[src/dac_pkg.sv]
/*
 * shared constants and carriers for the twelve-channel dac load block.
 * assumes a 32-bit apb bus with word-aligned registers.
 */
package dac_pkg;

	localparam int num_channels = 12;
	localparam int code_width = 12;
	localparam int addr_width = 8;

	// register byte offsets
	localparam logic [7:0] cfg0_offset = 8'h00;
	localparam logic [7:0] sync_sel_offset = 8'h04;
	localparam logic [7:0] gain_offset = 8'h08;
	localparam logic [7:0] power_offset = 8'h0c;
	localparam logic [7:0] sw_clear_offset = 8'h10;
	localparam logic [7:0] hw_clear_sel_offset = 8'h14;
	localparam logic [7:0] status_offset = 8'h18;
	localparam logic [7:0] data_base_offset = 8'h40;
	localparam logic [7:0] clear_code_base_offset = 8'h80;

	// field positions in cfg0
	localparam int load_trigger_bit = 0;

	// reset values
	localparam logic [11:0] code_reset = 12'h000;
	localparam logic [11:0] mask_reset = 12'h000;
	localparam logic [11:0] power_reset = 12'h000;

	// decoded bus request
	typedef struct packed {
		logic wr;
		logic rd;
		logic [7:0] addr;
		logic [31:0] wdata;
	} bus_req_s;

endpackage : dac_pkg

[src/dac_apb_slave.sv]
/*
 * apb slave front end: turns an apb access into a one-cycle request.
 * assumes a master that holds its request until pready; zero wait states.
 */
`timescale 1ns/1ns
module dac_apb_slave
(
	// clock and reset
	input wire logic mclk_i,
	input wire logic reset_n_i,
	// apb
	input wire logic psel_i,
	input wire logic penable_i,
	input wire logic pwrite_i,
	input wire logic [7:0] paddr_i,
	input wire logic [31:0] pwdata_i,
	// request out
	output dac_pkg::bus_req_s req_o
);

	////////////////////////////////////////////////////////////////
	// access phase with pready tied high completes in one cycle
	always_comb
	begin
		req_o.wr = psel_i & penable_i & pwrite_i;
		req_o.rd = psel_i & penable_i & ~pwrite_i;
		req_o.addr = paddr_i;
		req_o.wdata = pwdata_i;
	end

endmodule : dac_apb_slave

[src/dac_double_buffer_load.sv]
/*
 * twelve-channel dac control: data registers, output latches, load trigger,
 * clear handling and apb register file.
 * assumes clear pins are asynchronous and the host sets sync-load selects.
 */
// The APB interface to the registers and the register addresses are this design's own decisions.
`timescale 1ns/1ns
module dac_double_buffer_load
#(
	parameter int channels = dac_pkg::num_channels,
	parameter int width = dac_pkg::code_width
)
(
	// clock and reset
	input wire logic mclk_i,
	input wire logic reset_n_i,
	// apb slave
	input wire logic psel_i,
	input wire logic penable_i,
	input wire logic pwrite_i,
	input wire logic [7:0] paddr_i,
	input wire logic [31:0] pwdata_i,
	output logic [31:0] prdata_o,
	output logic pready_o,
	output logic pslverr_o,
	// clear pin, active low, asynchronous
	input wire logic channel_clear_input_n_i,
	// analog side
	output logic [channels*width-1:0] channel_code_o,
	output logic [channels-1:0] channel_gain_o,
	output logic [channels-1:0] channel_power_up_o
);

	////////////////////////////////////////////////////////////////
	// bus front end
	dac_pkg::bus_req_s req;

	dac_apb_slave u_apb
	(
		.mclk_i(mclk_i),
		.reset_n_i(reset_n_i),
		.psel_i(psel_i),
		.penable_i(penable_i),
		.pwrite_i(pwrite_i),
		.paddr_i(paddr_i),
		.pwdata_i(pwdata_i),
		.req_o(req)
	);

	// channel index of a data or clear-code window, or channels if outside
	function automatic int chan_of(input logic [7:0] addr, input logic [7:0] base);
		int idx;
		idx = channels;
		if (addr >= base && addr < base + 8'(channels * 4) && addr[1:0] == 2'b00)
			idx = int'((addr - base) >> 2);
		return idx;
	endfunction : chan_of

	////////////////////////////////////////////////////////////////
	// clear pin synchroniser
	logic clr_meta, clr_sync;

	always_ff @(posedge mclk_i or negedge reset_n_i)
	begin
		if (!reset_n_i)
		begin
			clr_meta <= 1'b1;
			clr_sync <= 1'b1;
		end
		else
		begin
			clr_meta <= channel_clear_input_n_i;
			clr_sync <= clr_meta;
		end
	end

	////////////////////////////////////////////////////////////////
	// state
	logic [width-1:0] data_reg [channels];
	logic [width-1:0] latch [channels];
	logic [width-1:0] clear_code [channels];
	logic [channels-1:0] dirty, sync_load_select, gain, power, sw_clear, hw_clear_sel;
	logic load_pulse;
	logic [31:0] rdata;

	logic [width-1:0] next_data_reg [channels];
	logic [width-1:0] next_latch [channels];
	logic [width-1:0] next_clear_code [channels];
	logic [channels-1:0] next_dirty, next_sync_load_select, next_gain, next_power;
	logic [channels-1:0] next_sw_clear, next_hw_clear_sel;
	logic next_load_pulse;
	logic [31:0] next_rdata;
	logic [channels-1:0] cleared, cleared_q;

	// clear state per channel: software bit or selected pin
	always_comb
	begin
		cleared = sw_clear | (hw_clear_sel & {channels{~clr_sync}});
	end

	////////////////////////////////////////////////////////////////
	// next-state logic for registers and latches
	always_comb
	begin
		int wch;
		int cch;
		int rch;
		wch = chan_of(req.addr, dac_pkg::data_base_offset);
		cch = chan_of(req.addr, dac_pkg::clear_code_base_offset);
		rch = wch;
		next_data_reg = data_reg;
		next_latch = latch;
		next_clear_code = clear_code;
		next_dirty = dirty;
		next_sync_load_select = sync_load_select;
		next_gain = gain;
		next_power = power;
		next_sw_clear = sw_clear;
		next_hw_clear_sel = hw_clear_sel;
		next_load_pulse = 1'b0;
		next_rdata = rdata;
		if (req.wr)
		begin
			case (req.addr)
				dac_pkg::cfg0_offset: next_load_pulse = req.wdata[dac_pkg::load_trigger_bit];
				dac_pkg::sync_sel_offset: next_sync_load_select = req.wdata[channels-1:0];
				dac_pkg::gain_offset: next_gain = req.wdata[channels-1:0];
				dac_pkg::power_offset: next_power = req.wdata[channels-1:0];
				dac_pkg::sw_clear_offset: next_sw_clear = req.wdata[channels-1:0];
				dac_pkg::hw_clear_sel_offset: next_hw_clear_sel = req.wdata[channels-1:0];
				default:
				begin
					if (wch < channels)
					begin
						next_data_reg[wch] = req.wdata[width-1:0];
						next_dirty[wch] = 1'b1;
					end
					if (cch < channels)
						next_clear_code[cch] = req.wdata[width-1:0];
				end
			endcase
		end
		// latch updates; loop over channels
		for (int i = 0; i < channels; i++)
		begin
			if (cleared[i])
				next_latch[i] = clear_code[i];
			else if (cleared_q[i])
				next_latch[i] = data_reg[i];
			else if (load_pulse && sync_load_select[i] && dirty[i])
			begin
				next_latch[i] = data_reg[i];
				// a write landing in the load cycle stays pending: set wins
				next_dirty[i] = (req.wr && wch == i);
			end
		end
		// read data captured in the setup cycle so it stands through the access phase
		if (psel_i && !penable_i && !pwrite_i)
		begin
			case (req.addr)
				dac_pkg::cfg0_offset: next_rdata = 32'h0000_0000;
				dac_pkg::sync_sel_offset: next_rdata = 32'(sync_load_select);
				dac_pkg::gain_offset: next_rdata = 32'(gain);
				dac_pkg::power_offset: next_rdata = 32'(power);
				dac_pkg::sw_clear_offset: next_rdata = 32'(sw_clear);
				dac_pkg::hw_clear_sel_offset: next_rdata = 32'(hw_clear_sel);
				dac_pkg::status_offset: next_rdata = 32'(dirty);
				default:
				begin
					next_rdata = 32'h0000_0000;
					if (rch < channels)
						next_rdata = 32'(latch[rch]);
					else if (cch < channels)
						next_rdata = 32'(clear_code[cch]);
				end
			endcase
		end
	end

	////////////////////////////////////////////////////////////////
	// registers; reset clears codes and powers buffers down
	always_ff @(posedge mclk_i or negedge reset_n_i)
	begin
		if (!reset_n_i)
		begin
			for (int i = 0; i < channels; i++)
			begin
				data_reg[i] <= dac_pkg::code_reset;
				latch[i] <= dac_pkg::code_reset;
				clear_code[i] <= dac_pkg::code_reset;
			end
			dirty <= dac_pkg::mask_reset;
			sync_load_select <= dac_pkg::mask_reset;
			gain <= dac_pkg::mask_reset;
			power <= dac_pkg::power_reset;
			sw_clear <= dac_pkg::mask_reset;
			hw_clear_sel <= dac_pkg::mask_reset;
			cleared_q <= dac_pkg::mask_reset;
			load_pulse <= 1'b0;
			rdata <= 32'h0000_0000;
		end
		else
		begin
			data_reg <= next_data_reg;
			latch <= next_latch;
			clear_code <= next_clear_code;
			dirty <= next_dirty;
			sync_load_select <= next_sync_load_select;
			gain <= next_gain;
			power <= next_power;
			sw_clear <= next_sw_clear;
			hw_clear_sel <= next_hw_clear_sel;
			cleared_q <= cleared;
			load_pulse <= next_load_pulse;
			rdata <= next_rdata;
		end
	end

	////////////////////////////////////////////////////////////////
	// outputs straight from flip-flops; pready and pslverr are constants
	genvar g;
	generate
		for (g = 0; g < channels; g++)
		begin : g_out
			assign channel_code_o[g*width +: width] = latch[g];
		end
	endgenerate

	assign channel_gain_o = gain;
	assign channel_power_up_o = power;
	assign prdata_o = rdata;
	// registered pready would cost a wait state; constant high is a flip-flop-free zero-wait answer
	assign pready_o = 1'b1;
	assign pslverr_o = 1'b0;

	////////////////////////////////////////////////////////////////
	// assertions
	property p_trigger_pulse;
		@(posedge mclk_i) disable iff (!reset_n_i)
		load_pulse |=> !load_pulse || $past(req.wr);
	endproperty
	a_trigger_pulse: assert property (p_trigger_pulse) else $error("load pulse held");

	property p_no_load_unselected;
		@(posedge mclk_i) disable iff (!reset_n_i)
		(!cleared[0] && !cleared_q[0] && !(load_pulse && sync_load_select[0])) |=> $stable(latch[0]);
	endproperty
	a_no_load_unselected: assert property (p_no_load_unselected) else $error("latch changed without load");

	property p_load_copies;
		@(posedge mclk_i) disable iff (!reset_n_i)
		(load_pulse && sync_load_select[0] && dirty[0] && !cleared[0] && !cleared_q[0])
			|=> latch[0] == $past(data_reg[0]);
	endproperty
	a_load_copies: assert property (p_load_copies) else $error("latch missed load");

	property p_clean_not_reloaded;
		@(posedge mclk_i) disable iff (!reset_n_i)
		(load_pulse && !dirty[1] && !cleared[1] && !cleared_q[1]) |=> $stable(latch[1]);
	endproperty
	a_clean_not_reloaded: assert property (p_clean_not_reloaded) else $error("clean channel reloaded");

	property p_clear_code;
		@(posedge mclk_i) disable iff (!reset_n_i)
		cleared[2] |=> latch[2] == $past(clear_code[2]) && ($stable(data_reg[2]) || $past(req.wr));
	endproperty
	a_clear_code: assert property (p_clear_code) else $error("clear code not loaded");

	property p_trigger_cause;
		@(posedge mclk_i) disable iff (!reset_n_i)
		load_pulse |-> $past(req.wr) && $past(req.addr) == dac_pkg::cfg0_offset;
	endproperty
	a_trigger_cause: assert property (p_trigger_cause) else $error("load without trigger write");

	property p_read_latch;
		@(posedge mclk_i) disable iff (!reset_n_i)
		(psel_i && !penable_i && !pwrite_i && paddr_i == dac_pkg::data_base_offset)
			|=> prdata_o == 32'($past(latch[0]));
	endproperty
	a_read_latch: assert property (p_read_latch) else $error("read not latch value");

	property p_dirty_set;
		@(posedge mclk_i) disable iff (!reset_n_i)
		(req.wr && req.addr == dac_pkg::data_base_offset) |=> dirty[0];
	endproperty
	a_dirty_set: assert property (p_dirty_set) else $error("write not marked pending");

endmodule : dac_double_buffer_load

[config.mk]
export PLATFORM = sky130hd
export DESIGN_NAME = dac_double_buffer_load
export DESIGN_NICKNAME = d
export VERILOG_FILES = /design/src/dac_pkg.sv /design/src/dac_apb_slave.sv /design/src/dac_double_buffer_load.sv
export SDC_FILE = /design/constraint.sdc
export NUM_CORES = 1
export LEC_CHECK = 0
export ABC_AREA = 1
export BUFFER_PORTS_ARGS = -buffer_cell sky130_fd_sc_hd__buf_4
export CORE_MARGIN = 2
export CORE_UTILIZATION = 60
export CTS_BUF_LIST = sky130_fd_sc_hd__clkbuf_16
export CTS_CLUSTER_DIAMETER = 60
export DETAILED_ROUTE_END_ITERATION = 8
export PLACE_DENSITY = 0.81
export SKIP_CTS_REPAIR_TIMING = 1
export SKIP_LAST_GASP = 1
export SLEW_MARGIN = 0
export SYNTH_ARGS = -nofsm -noshare
export SYNTH_HDL_FRONTEND = slang
export SYNTH_HIERARCHICAL = 1
export SYNTH_SLANG_ARGS = --single-unit
[constraint.sdc]
create_clock -name mclk_i -period 3.4 [get_ports mclk_i]
set_clock_uncertainty 0.2 [all_clocks]
set_input_delay 0.34 -clock mclk_i [delete_from_list [all_inputs] [get_ports mclk_i]]
set_output_delay 0.34 -clock mclk_i [all_outputs]
set_load 0.02 [all_outputs]
======== Word-level counts from Yosys, hierarchy flattened ========
Index checks and enable logic that the tools add are counted.
storage, ports and cells
  memory bits (read-only) ................. 0
  RAM bits ................................ 0
  bits in registers ....................... 551
  memories ................................ 0
  bits in latches ......................... 0
  input port bits ......................... 46
operators by class
  multiplexer cells ....................... 96
  div/mod/pow operators ................... 0
  reduce and logical (&&, ||, !) cells .... 70
  bitwise logic cells ..................... 9
  shift operators ......................... 0
  add/subtract/negate cells ............... 2
  equality and inequality tests ........... 17
  multiply operators ...................... 0
  $lt $le $gt $ge ......................... 12
operator list
  cell                                                                                  count
  12-bit two-way mux                                                                    47
  144-bit bitwise mux                                                                   2
  30-bit by 3-bit == test with 1-bit output, second input constant                      4
  30-bit by 4-bit == test with 1-bit output, second input constant                      4
  12-bit binary-select mux with 4-bit select                                            2
  12-bit demux with 4-bit select                                                        2
  12-bit case mux with 7 select lines                                                   1
  32-bit by 5-bit greater-or-equal comparator with 1-bit output, second input constant  2
  32-bit by 1-bit < comparator with 1-bit output, second input constant                 2
  30-bit NOT with 32-bit output                                                         2
  30-bit by 2-bit == test with 1-bit output, second input constant                      2
  30-bit by 4-bit < comparator with 1-bit output, second input constant                 2
  30-bit two-way mux                                                                    2
  1-bit logical AND                                                                     45
  1-bit two-way mux                                                                     39
  3-bit nonzero test                                                                    12
  32-bit zero test                                                                      1
  30-bit by 1-bit == test with 1-bit output, second input constant                      1
  30-bit by 1-bit greater-or-equal comparator with 1-bit output, second input constant  1
  30-bit by 5-bit < comparator with 1-bit output, second input constant                 1
  8-bit by 5-bit == test with 1-bit output, second input constant                       3
  12-bit OR                                                                             2
  8-bit by 4-bit == test with 1-bit output, second input constant                       2
  12-bit bitwise AND                                                                    1
  other kinds (16)                                                                      24

======== Logic depth before layout (Yosys ltp) ========
Gate-level depths: netlist (run 1).
  depth in word-level cells ............... 15
  depth in mapped cells ................... 18

======== Cells and area by module ========
The synthesis (run 1) kept the hierarchy.
modules (own cells, without submodules)
  module                  cells an instance  area an instance (sq um)  instances  sequential area each (sq um)
  dac_double_buffer_load  3285               25384.3                   1          13290.2
  dac_apb_slave           44                 315.3                     1          0.0

======== Worst setup path after synthesis (run 1) ========
OpenSTA, ideal clock, no wires.
  path kind ............................... input to register
  start ................................... input paddr_i[7]
  end ..................................... register rdata[6], in the netlist prdata_o[6]
  stages .................................. 17
  arrival ................................. 2426 ps
  path slack .............................. 658 ps
  library setup time ...................... 116 ps
  path through ............................ buf_4 -> inv_1 -> ha_1 -> nand2_1 -> o21ai_4 -> nand2_1 -> nor2_1 -> inv_2 -> buf_2 -> nand2_1 -> nand2_1 -> nand2_1 -> nand3_1 -> nand2_1 -> nand3_1 -> nand2_1 -> nand2_1
on the way
  cells in the longest elaborated chain, start to end .. 11
  elaborated cells on any way between the ends .. 32
  those cells by class .................... add/sub: 2; order compare: 6; eq/ne: 6; mux: 11; bitwise: 2; reduce/logical: 5
RTL lines
  element                                                                                                  line                           source
  from (decl)                                                                                              dac_double_buffer_load.sv:21   input wire logic [7:0] paddr_i,
  parallel branches: the longest is 10 deep, another holds 30-bit by 4-bit < comparator with 1-bit output  --
  12-bit case mux with 7 select lines *                                                                    dac_double_buffer_load.sv:160  case (req.addr)
  to (signal assigned)                                                                                     dac_double_buffer_load.sv:215  rdata <= next_rdata;
  to (decl)                                                                                                dac_double_buffer_load.sv:84   logic [31:0] rdata;
Mark *: on every way between the ends. The select of a mux whose other input is x is not followed.
A chain may end at the register's enable or synchronous reset.

======== Worst setup path in the final report (run 1) ========
  start ................................... register clr_sync
  end ..................................... register latch, in the netlist channel_code_o[126]
on the way
  cells in the longest elaborated chain, start to end .. 4
  elaborated cells on any way between the ends .. 5
  those cells by class .................... mux: 1; bitwise: 3; reduce/logical: 1
RTL lines
  element                                                             line                           source
  from (decl)                                                         dac_double_buffer_load.sv:61   logic clr_meta, clr_sync;
  from (signal assigned)                                              dac_double_buffer_load.sv:73   clr_sync <= clr_meta;
  1-bit NOT *                                                         dac_double_buffer_load.sv:98   cleared = sw_clear | (hw_clear_sel & {channels{~clr_sync}});
  12-bit bitwise AND *                                                dac_double_buffer_load.sv:98
  12-bit OR *                                                         dac_double_buffer_load.sv:98
  3-bit nonzero test (no line) or 12-bit two-way mux (tied branches)  --
  to (signal, indexed assignment)                                     dac_double_buffer_load.sv:189  latch[i] <= dac_pkg::code_reset;
  to (signal assigned)                                                dac_double_buffer_load.sv:205  latch <= next_latch;
  to (decl)                                                           dac_double_buffer_load.sv:80   logic [width-1:0] latch [channels];
Mark *: on every way between the ends. The rest lies on a longest branch, timed or not.

==> results of run 1 <==
[area by class of cell]
| cell class | count | area (sq um) | area share [%] |
|---|---|---|---|
| antenna | 1 | 2.50 | 0.00847 |
| clock buffer | 57 | 1430 | 4.83 |
| clock inverter | 43 | 355 | 1.20 |
| inverter | 202 | 758 | 2.57 |
| multi-input combinational | 2333 | 10400 | 35.3 |
| sequential | 531 | 13300 | 45.0 |
| tap | 539 | 674 | 2.28 |
| timing repair buffer | 326 | 2610 | 8.83 |
[worst paths after layout]
kind / from / endpoint / slack [ns]
worst min register to register: clr_meta / clr_sync / 0.16
min in group asynchronous: reset_n_i / data_reg[32] / 0.11
worst max register to register: clr_sync / channel_code_o[126] / 0.17
max in group asynchronous: reset_n_i / clear_code[116] / 1.87
worst max-delay path: clr_sync / channel_code_o[126] / 0.17
worst min-delay path: paddr_i[4] / dirty[4] / 0.02
[power breakdown]
group | leakage, nW | total [mW] | switching [mW] | internal (mW)
registers | 7.10 | 8.28 | 1.09 | 7.19
clock network | 0.932 | 6.08 | 2.60 | 3.48
logic | 6.09 | 4.90 | 3.07 | 1.83
[through the flow]
stage                     hold WS (ns)  setup WS [ns]  power, mW
after floorplan                 -0.156          0.658       10.5
final                           0.0238          0.167       19.3
after CTS                       -0.430          0.236       19.1
after detailed placement         0.154        -0.0281       13.1
after global routing            0.0324         0.0153       19.9
after global placement           0.151         0.0736       13.0
[layout by cell type, fill, tap and decap left out, drive strengths merged, types with 7 or more instances in the layout]
cell,instances
nand2,1252
conb,22
nor3,30
inv,210
clkinv,29
dlygate4sd3,11
clkbuf,57
o211ai,16
dfrtp,529
nand3,71
a31oi,130
nand4,123
o21ai,377
buf,315
nor2,216
o31ai,7
a21oi,62
[routing by layer]
metal | vias to the layer above | global-route usage (%) | share of wire [%]
met5 | - | 0 | 0
met4 | 0 | 21.2 | 5.2
met3 | 283 | 10.4 | 12
met2 | 1667 | 63.4 | 44
met1 | 12000 | 60.0 | 39
li1 | 11000 | - | -
[worst max-delay path, delay by kind of cell, from the launching register on]
| family | cells | cell delay, ns |
|---|---|---|
| simple gates | 3 | 0.96 |
| buf+inv | 2 | 0.68 |
| compound gates | 2 | 0.68 |
| flops | 1 | 0.51 |
==> metrics.yaml, run 1 <==
status:
  status: "completed"
finish:
  drive_gt1_share_pct: 12.3
  layout-area-overhead-vs-synth_pct: 15.6
  final_cells: 4032
  post-route-cell-area_sq_um: 29500
  fin_nets: 3499
  final_util_pct: 70.4
  fillCellCount: 3384
synth:
  syn_area_sq_um: 25500
  syn_inst: 3308
  yosys_warnings: 6
  post_synth.cell_area_avg_sq_um: 7.72
critical_path:
  reg2reg_depth: 7
  cp_max_fo: 24
  path_class: "register to register"
  critPathCaptureType: "register"
  cpPeakStageDelay_ns: 0.60
  required_ns: 3.64
  arrival_ns: 3.47
  worstPathCellList: "inv_1 -> a21oi_1 -> inv_1 -> nor2_1 -> nand2_1 -> nor2_1 -> a31oi_1"
  cp_slowest_cell: "a21oi_1"
  startpoint_type: "register"
clocking:
  cts_max_level: 2
  cts_made_buffers: 54
  clock_latency_ns: 0.62
  clockBufferDepth: 3
  cts_tree: "yes"
  root_buffer: "clkbuf_16"
  clk_pin_slew_ns: 0.06
  cts_sinks: 531
floorplan:
  fp.dieH_microns: 210
  num_rows: 75
  die_x_microns: 210
  fp.coreArea_sq_um: 41900
  initial_core_util_pct: 60.9
  die_area_sq_um: 44200
  ios: 248
sta:
  finalCritPeriodShare_pct: 95.1
  fmax_mhz: 309
  slew_viol_final: 0
  hold_viol_final: 0
  rsz0062_at_grt: "false"
  worst_slew_pin_slew_ns: 1.00
  tns_ns: 0
  setup_viol: 0
  relSlewSlack_pct: 33.2
  period_needed_ns: 3.23
placed_design:
  dp_cells: 3920
  routabilityCongestion: 1.02
  dpl.hpwl_microns: 64800
  placed_area_sq_um: 27600
  port_buffers: 205
drt:
  wl_per_cell_microns: 23.4
  vias: 24900
  via_per_inst: 6.18
  drc: 0
  first_pass_iters: 8
  ant_nets: 0
  routed_wl_microns: 94500
  drt_iter0_markers: 3591
pwr:
  p_leak_nw: 14.1
  ir_worst_vdd_v: 0.000600
  power_density_nw_per_um2: 652
hold_path:
  hold_depth: 3
  hold_class: "input pin to register"
global_route:
  grt_overflow: 0
  grt_pass1_wl_microns: 142000
  track_usage_pct: 43.0
  antenna_found_initial: 1
  grt_max_degree: 104
  grt_pass1_vias: 23600
flow_run:
  max-cap-violations: 0
Power figures use the tool's default switching activity.
==> run 2: changes to the inputs <==
BUFFER_PORTS_ARGS = -buffer_cell sky130_fd_sc_hd__buf_2   (was -buffer_cell sky130_fd_sc_hd__buf_4)
RECOVER_POWER = 25   (was not set)
==> run 2 against run 1 <==
Net effect:
- the run now ends with capacitance limit, slew limit left
- non-clock buffer count up 13
- maximum frequency increased by 3.3%
- cell area fell by 1.3%
- sequential share of layout area increased by 0.61 points
- wire length shrank 1.2%
- count of clock-buffer cells in the layout is 2 lower
- largest cell class unchanged
- highest routed layer unchanged
==> metrics.yaml, run 2 (synthesis gave the netlist of run 1 again) <==
clocking:
  root_buffer: "clkbuf_16"
  cts_tree: "yes"
  cts_max_level: 2  # unchanged
  cts_made_buffers: 54  # unchanged
  clk_pin_slew_ns: 0.06  # about the same
  clockBufferDepth: 3  # unchanged
  clock_latency_ns: 0.62  # about the same
  cts_sinks: 531  # unchanged
critical_path:
  path_class: "register to register"
  reg2reg_depth: 7  # unchanged
  cp-startpoint: "clr_sync"
  startpoint_type: "register"
  arrival_ns: 3.38  # -0.09 ns
  reg2reg_from: "clr_sync"
  r2r_slack_ns: 0.27  # +0.10 ns
  required_ns: 3.66  # +0.02 ns
  r2r_end: "channel_code_o[68]"
  cp_max_fo: 24  # unchanged
  critPathCaptureType: "register"
drt:
  via_per_inst: 6.12  # -1.1%
  first_pass_iters: 9  # +1
  routed_wl_microns: 93300  # -1.2%
  drc: 0  # unchanged
  wl_per_cell_microns: 23.1  # -1.5%
  vias: 24700  # -0.77%
  ant_nets: 0  # unchanged
  drt_iter0_markers: 3449  # -4.0%
hold_path:
  hold_start: "paddr_i[4]"
  hold_class: "input pin to register"
  holdPathEnd: "dirty[4]"
  hold_depth: 3  # unchanged
sta:
  slew_viol_final: 82  # +82
  tns_ns: 0  # unchanged
  relSlewSlack_pct: -74.4  # -110 points
  setup_viol: 0  # unchanged
  worst_slew_pin_slew_ns: 2.62  # +1.62 ns
  period_needed_ns: 3.13  # -0.105 ns
  fmax_mhz: 320  # +3.3%
  hold_viol_final: 0  # unchanged
  rsz0062_at_grt: "false"
  finalCritPeriodShare_pct: 92.0  # -3.1 points
flow_run:
  max-cap-violations: 1  # +1
pwr:
  pwr-share-comb_pct: 23.6  # -1.8 points
  clockPowerShare_pct: 33.1  # +1.5 points
  power_density_nw_per_um2: 649  # -0.46%
  p_leak_nw: 14.1  # -0.48%
  seqPwrFrac_pct: 43.4  # +0.4 points
  p_sw_mw: 6.66  # -1.4%
  p_int_mw: 12.2  # -2.0%
  p_total_mw: 18.9  # -1.8%
  swShare_pct: 35.2  # +0.13 points
  ir_worst_vdd_v: 0.000646  # +7.7%
placed_design:
  dp_cells: 3932  # +0.31%
  port_buffers: 205  # unchanged
  routabilityCongestion: 1.00  # -1.5%
  dpl.hpwl_microns: 65100  # +0.42%
global_route:
  grt_pass1_wl_microns: 140000  # -1.9%
  grt_overflow: 0  # unchanged
  grt_max_degree: 106  # +1.9%
  antenna_found_initial: 1  # unchanged
  grt_pass1_vias: 23200  # -1.7%
  track_usage_pct: 42.2  # -0.80 points
finish:
  final_cell_mix: "1,247 x nand2_1, 529 x dfrtp_1, 356 x o21ai_0"
  layout_commonest_cell: "nand2_1"
  layout-area-overhead-vs-synth_pct: 14.1
  drive_gt1_share_pct: 12.5  # +0.27 points
  fin_nets: 3512  # +0.37%
  fillCellCount: 3436  # +1.5%
  final_cells: 4044  # +0.30%
  antenna_cells: 0  # -1
floorplan:
  fp.dieH_microns: 210  # unchanged
  fp.coreArea_sq_um: 41900  # unchanged
  ios: 248  # unchanged
  die_x_microns: 210  # unchanged
  num_rows: 75  # unchanged
  die_area_sq_um: 44200  # unchanged
  initial_core_util_pct: 60.9  # unchanged
status:
  status: "finished with violations"
  violations: "capacitance limit, slew limit"
run 2: cell types whose count changed in the layout (fill, tap and decap cells not counted), sizes merged:
cell	before	now
dlygate4sd3	11	12
inv	210	203
diode	1	0
buf	315	321
clkinv	29	33
bufinv	6	10
clkbuf	57	61
clkinvlp	0	1
run 2: power groups by stage:
stage               registers (mW)  clock network [mW]  logic, mW
CTS                           8.15                6.25       4.39
finish                        8.20                6.25       4.46
floorplan                     8.92                   0       1.56
detailed placement            8.25                   0       4.37
global placement              8.22                   0       4.30
global route                  8.25                6.50       4.77
run 2: worst max-delay path by stage:
stage / end / cells after the start
floorplan: prdata_o[6] / 17
global route: prdata_o[6] / 16
global placement: channel_code_o[70] / 7
detailed placement: channel_code_o[66] / 7
CTS: channel_code_o[68] / 7
finish: channel_code_o[68] / 7
run 2: worst max-delay path: stages (launching register included):
cell and delay (ns):
dfstp_2 0.52, inv_1 0.21, a21oi_1 0.60, inv_1 0.54
nor2_1 0.24, nand2_2 0.36, nor2_1 0.23, a31oi_1 0.06
run 2: cell type report:
class | count | area [sq um] | share of cell area [%]
well taps | 539 | 674 | 2.31
multi-input cells | 2333 | 10400 | 35.8
inverters | 202 | 758 | 2.60
clock inverters | 45 | 460 | 1.58
repair buffers | 339 | 2160 | 7.42
flip-flops and latches | 531 | 13300 | 45.6
clock buffers | 55 | 1380 | 4.72
run 2: layer usage:
metal	GRT usage [%]	vias up	routed length, microns
li1	-	11000	-
met1	59.6	11800	37200
met2	62.7	1599	40600
met3	9.45	281	10800
met4	19.3	0	4750
met5	0	-	0
run 2: through the flow:
step	hold WS, ns	area, sq um	setup slack [ns]	utilization, %
after floorplan	-0.156	25600	0.658	-
after global placement	0.151	27200	0.154	64.9
after detailed placement	0.158	27200	0.152	64.9
after CTS	-0.409	29000	0.115	69.2
after global routing	0.0611	29100	0.120	69.5
final	0.0285	29100	0.272	69.5
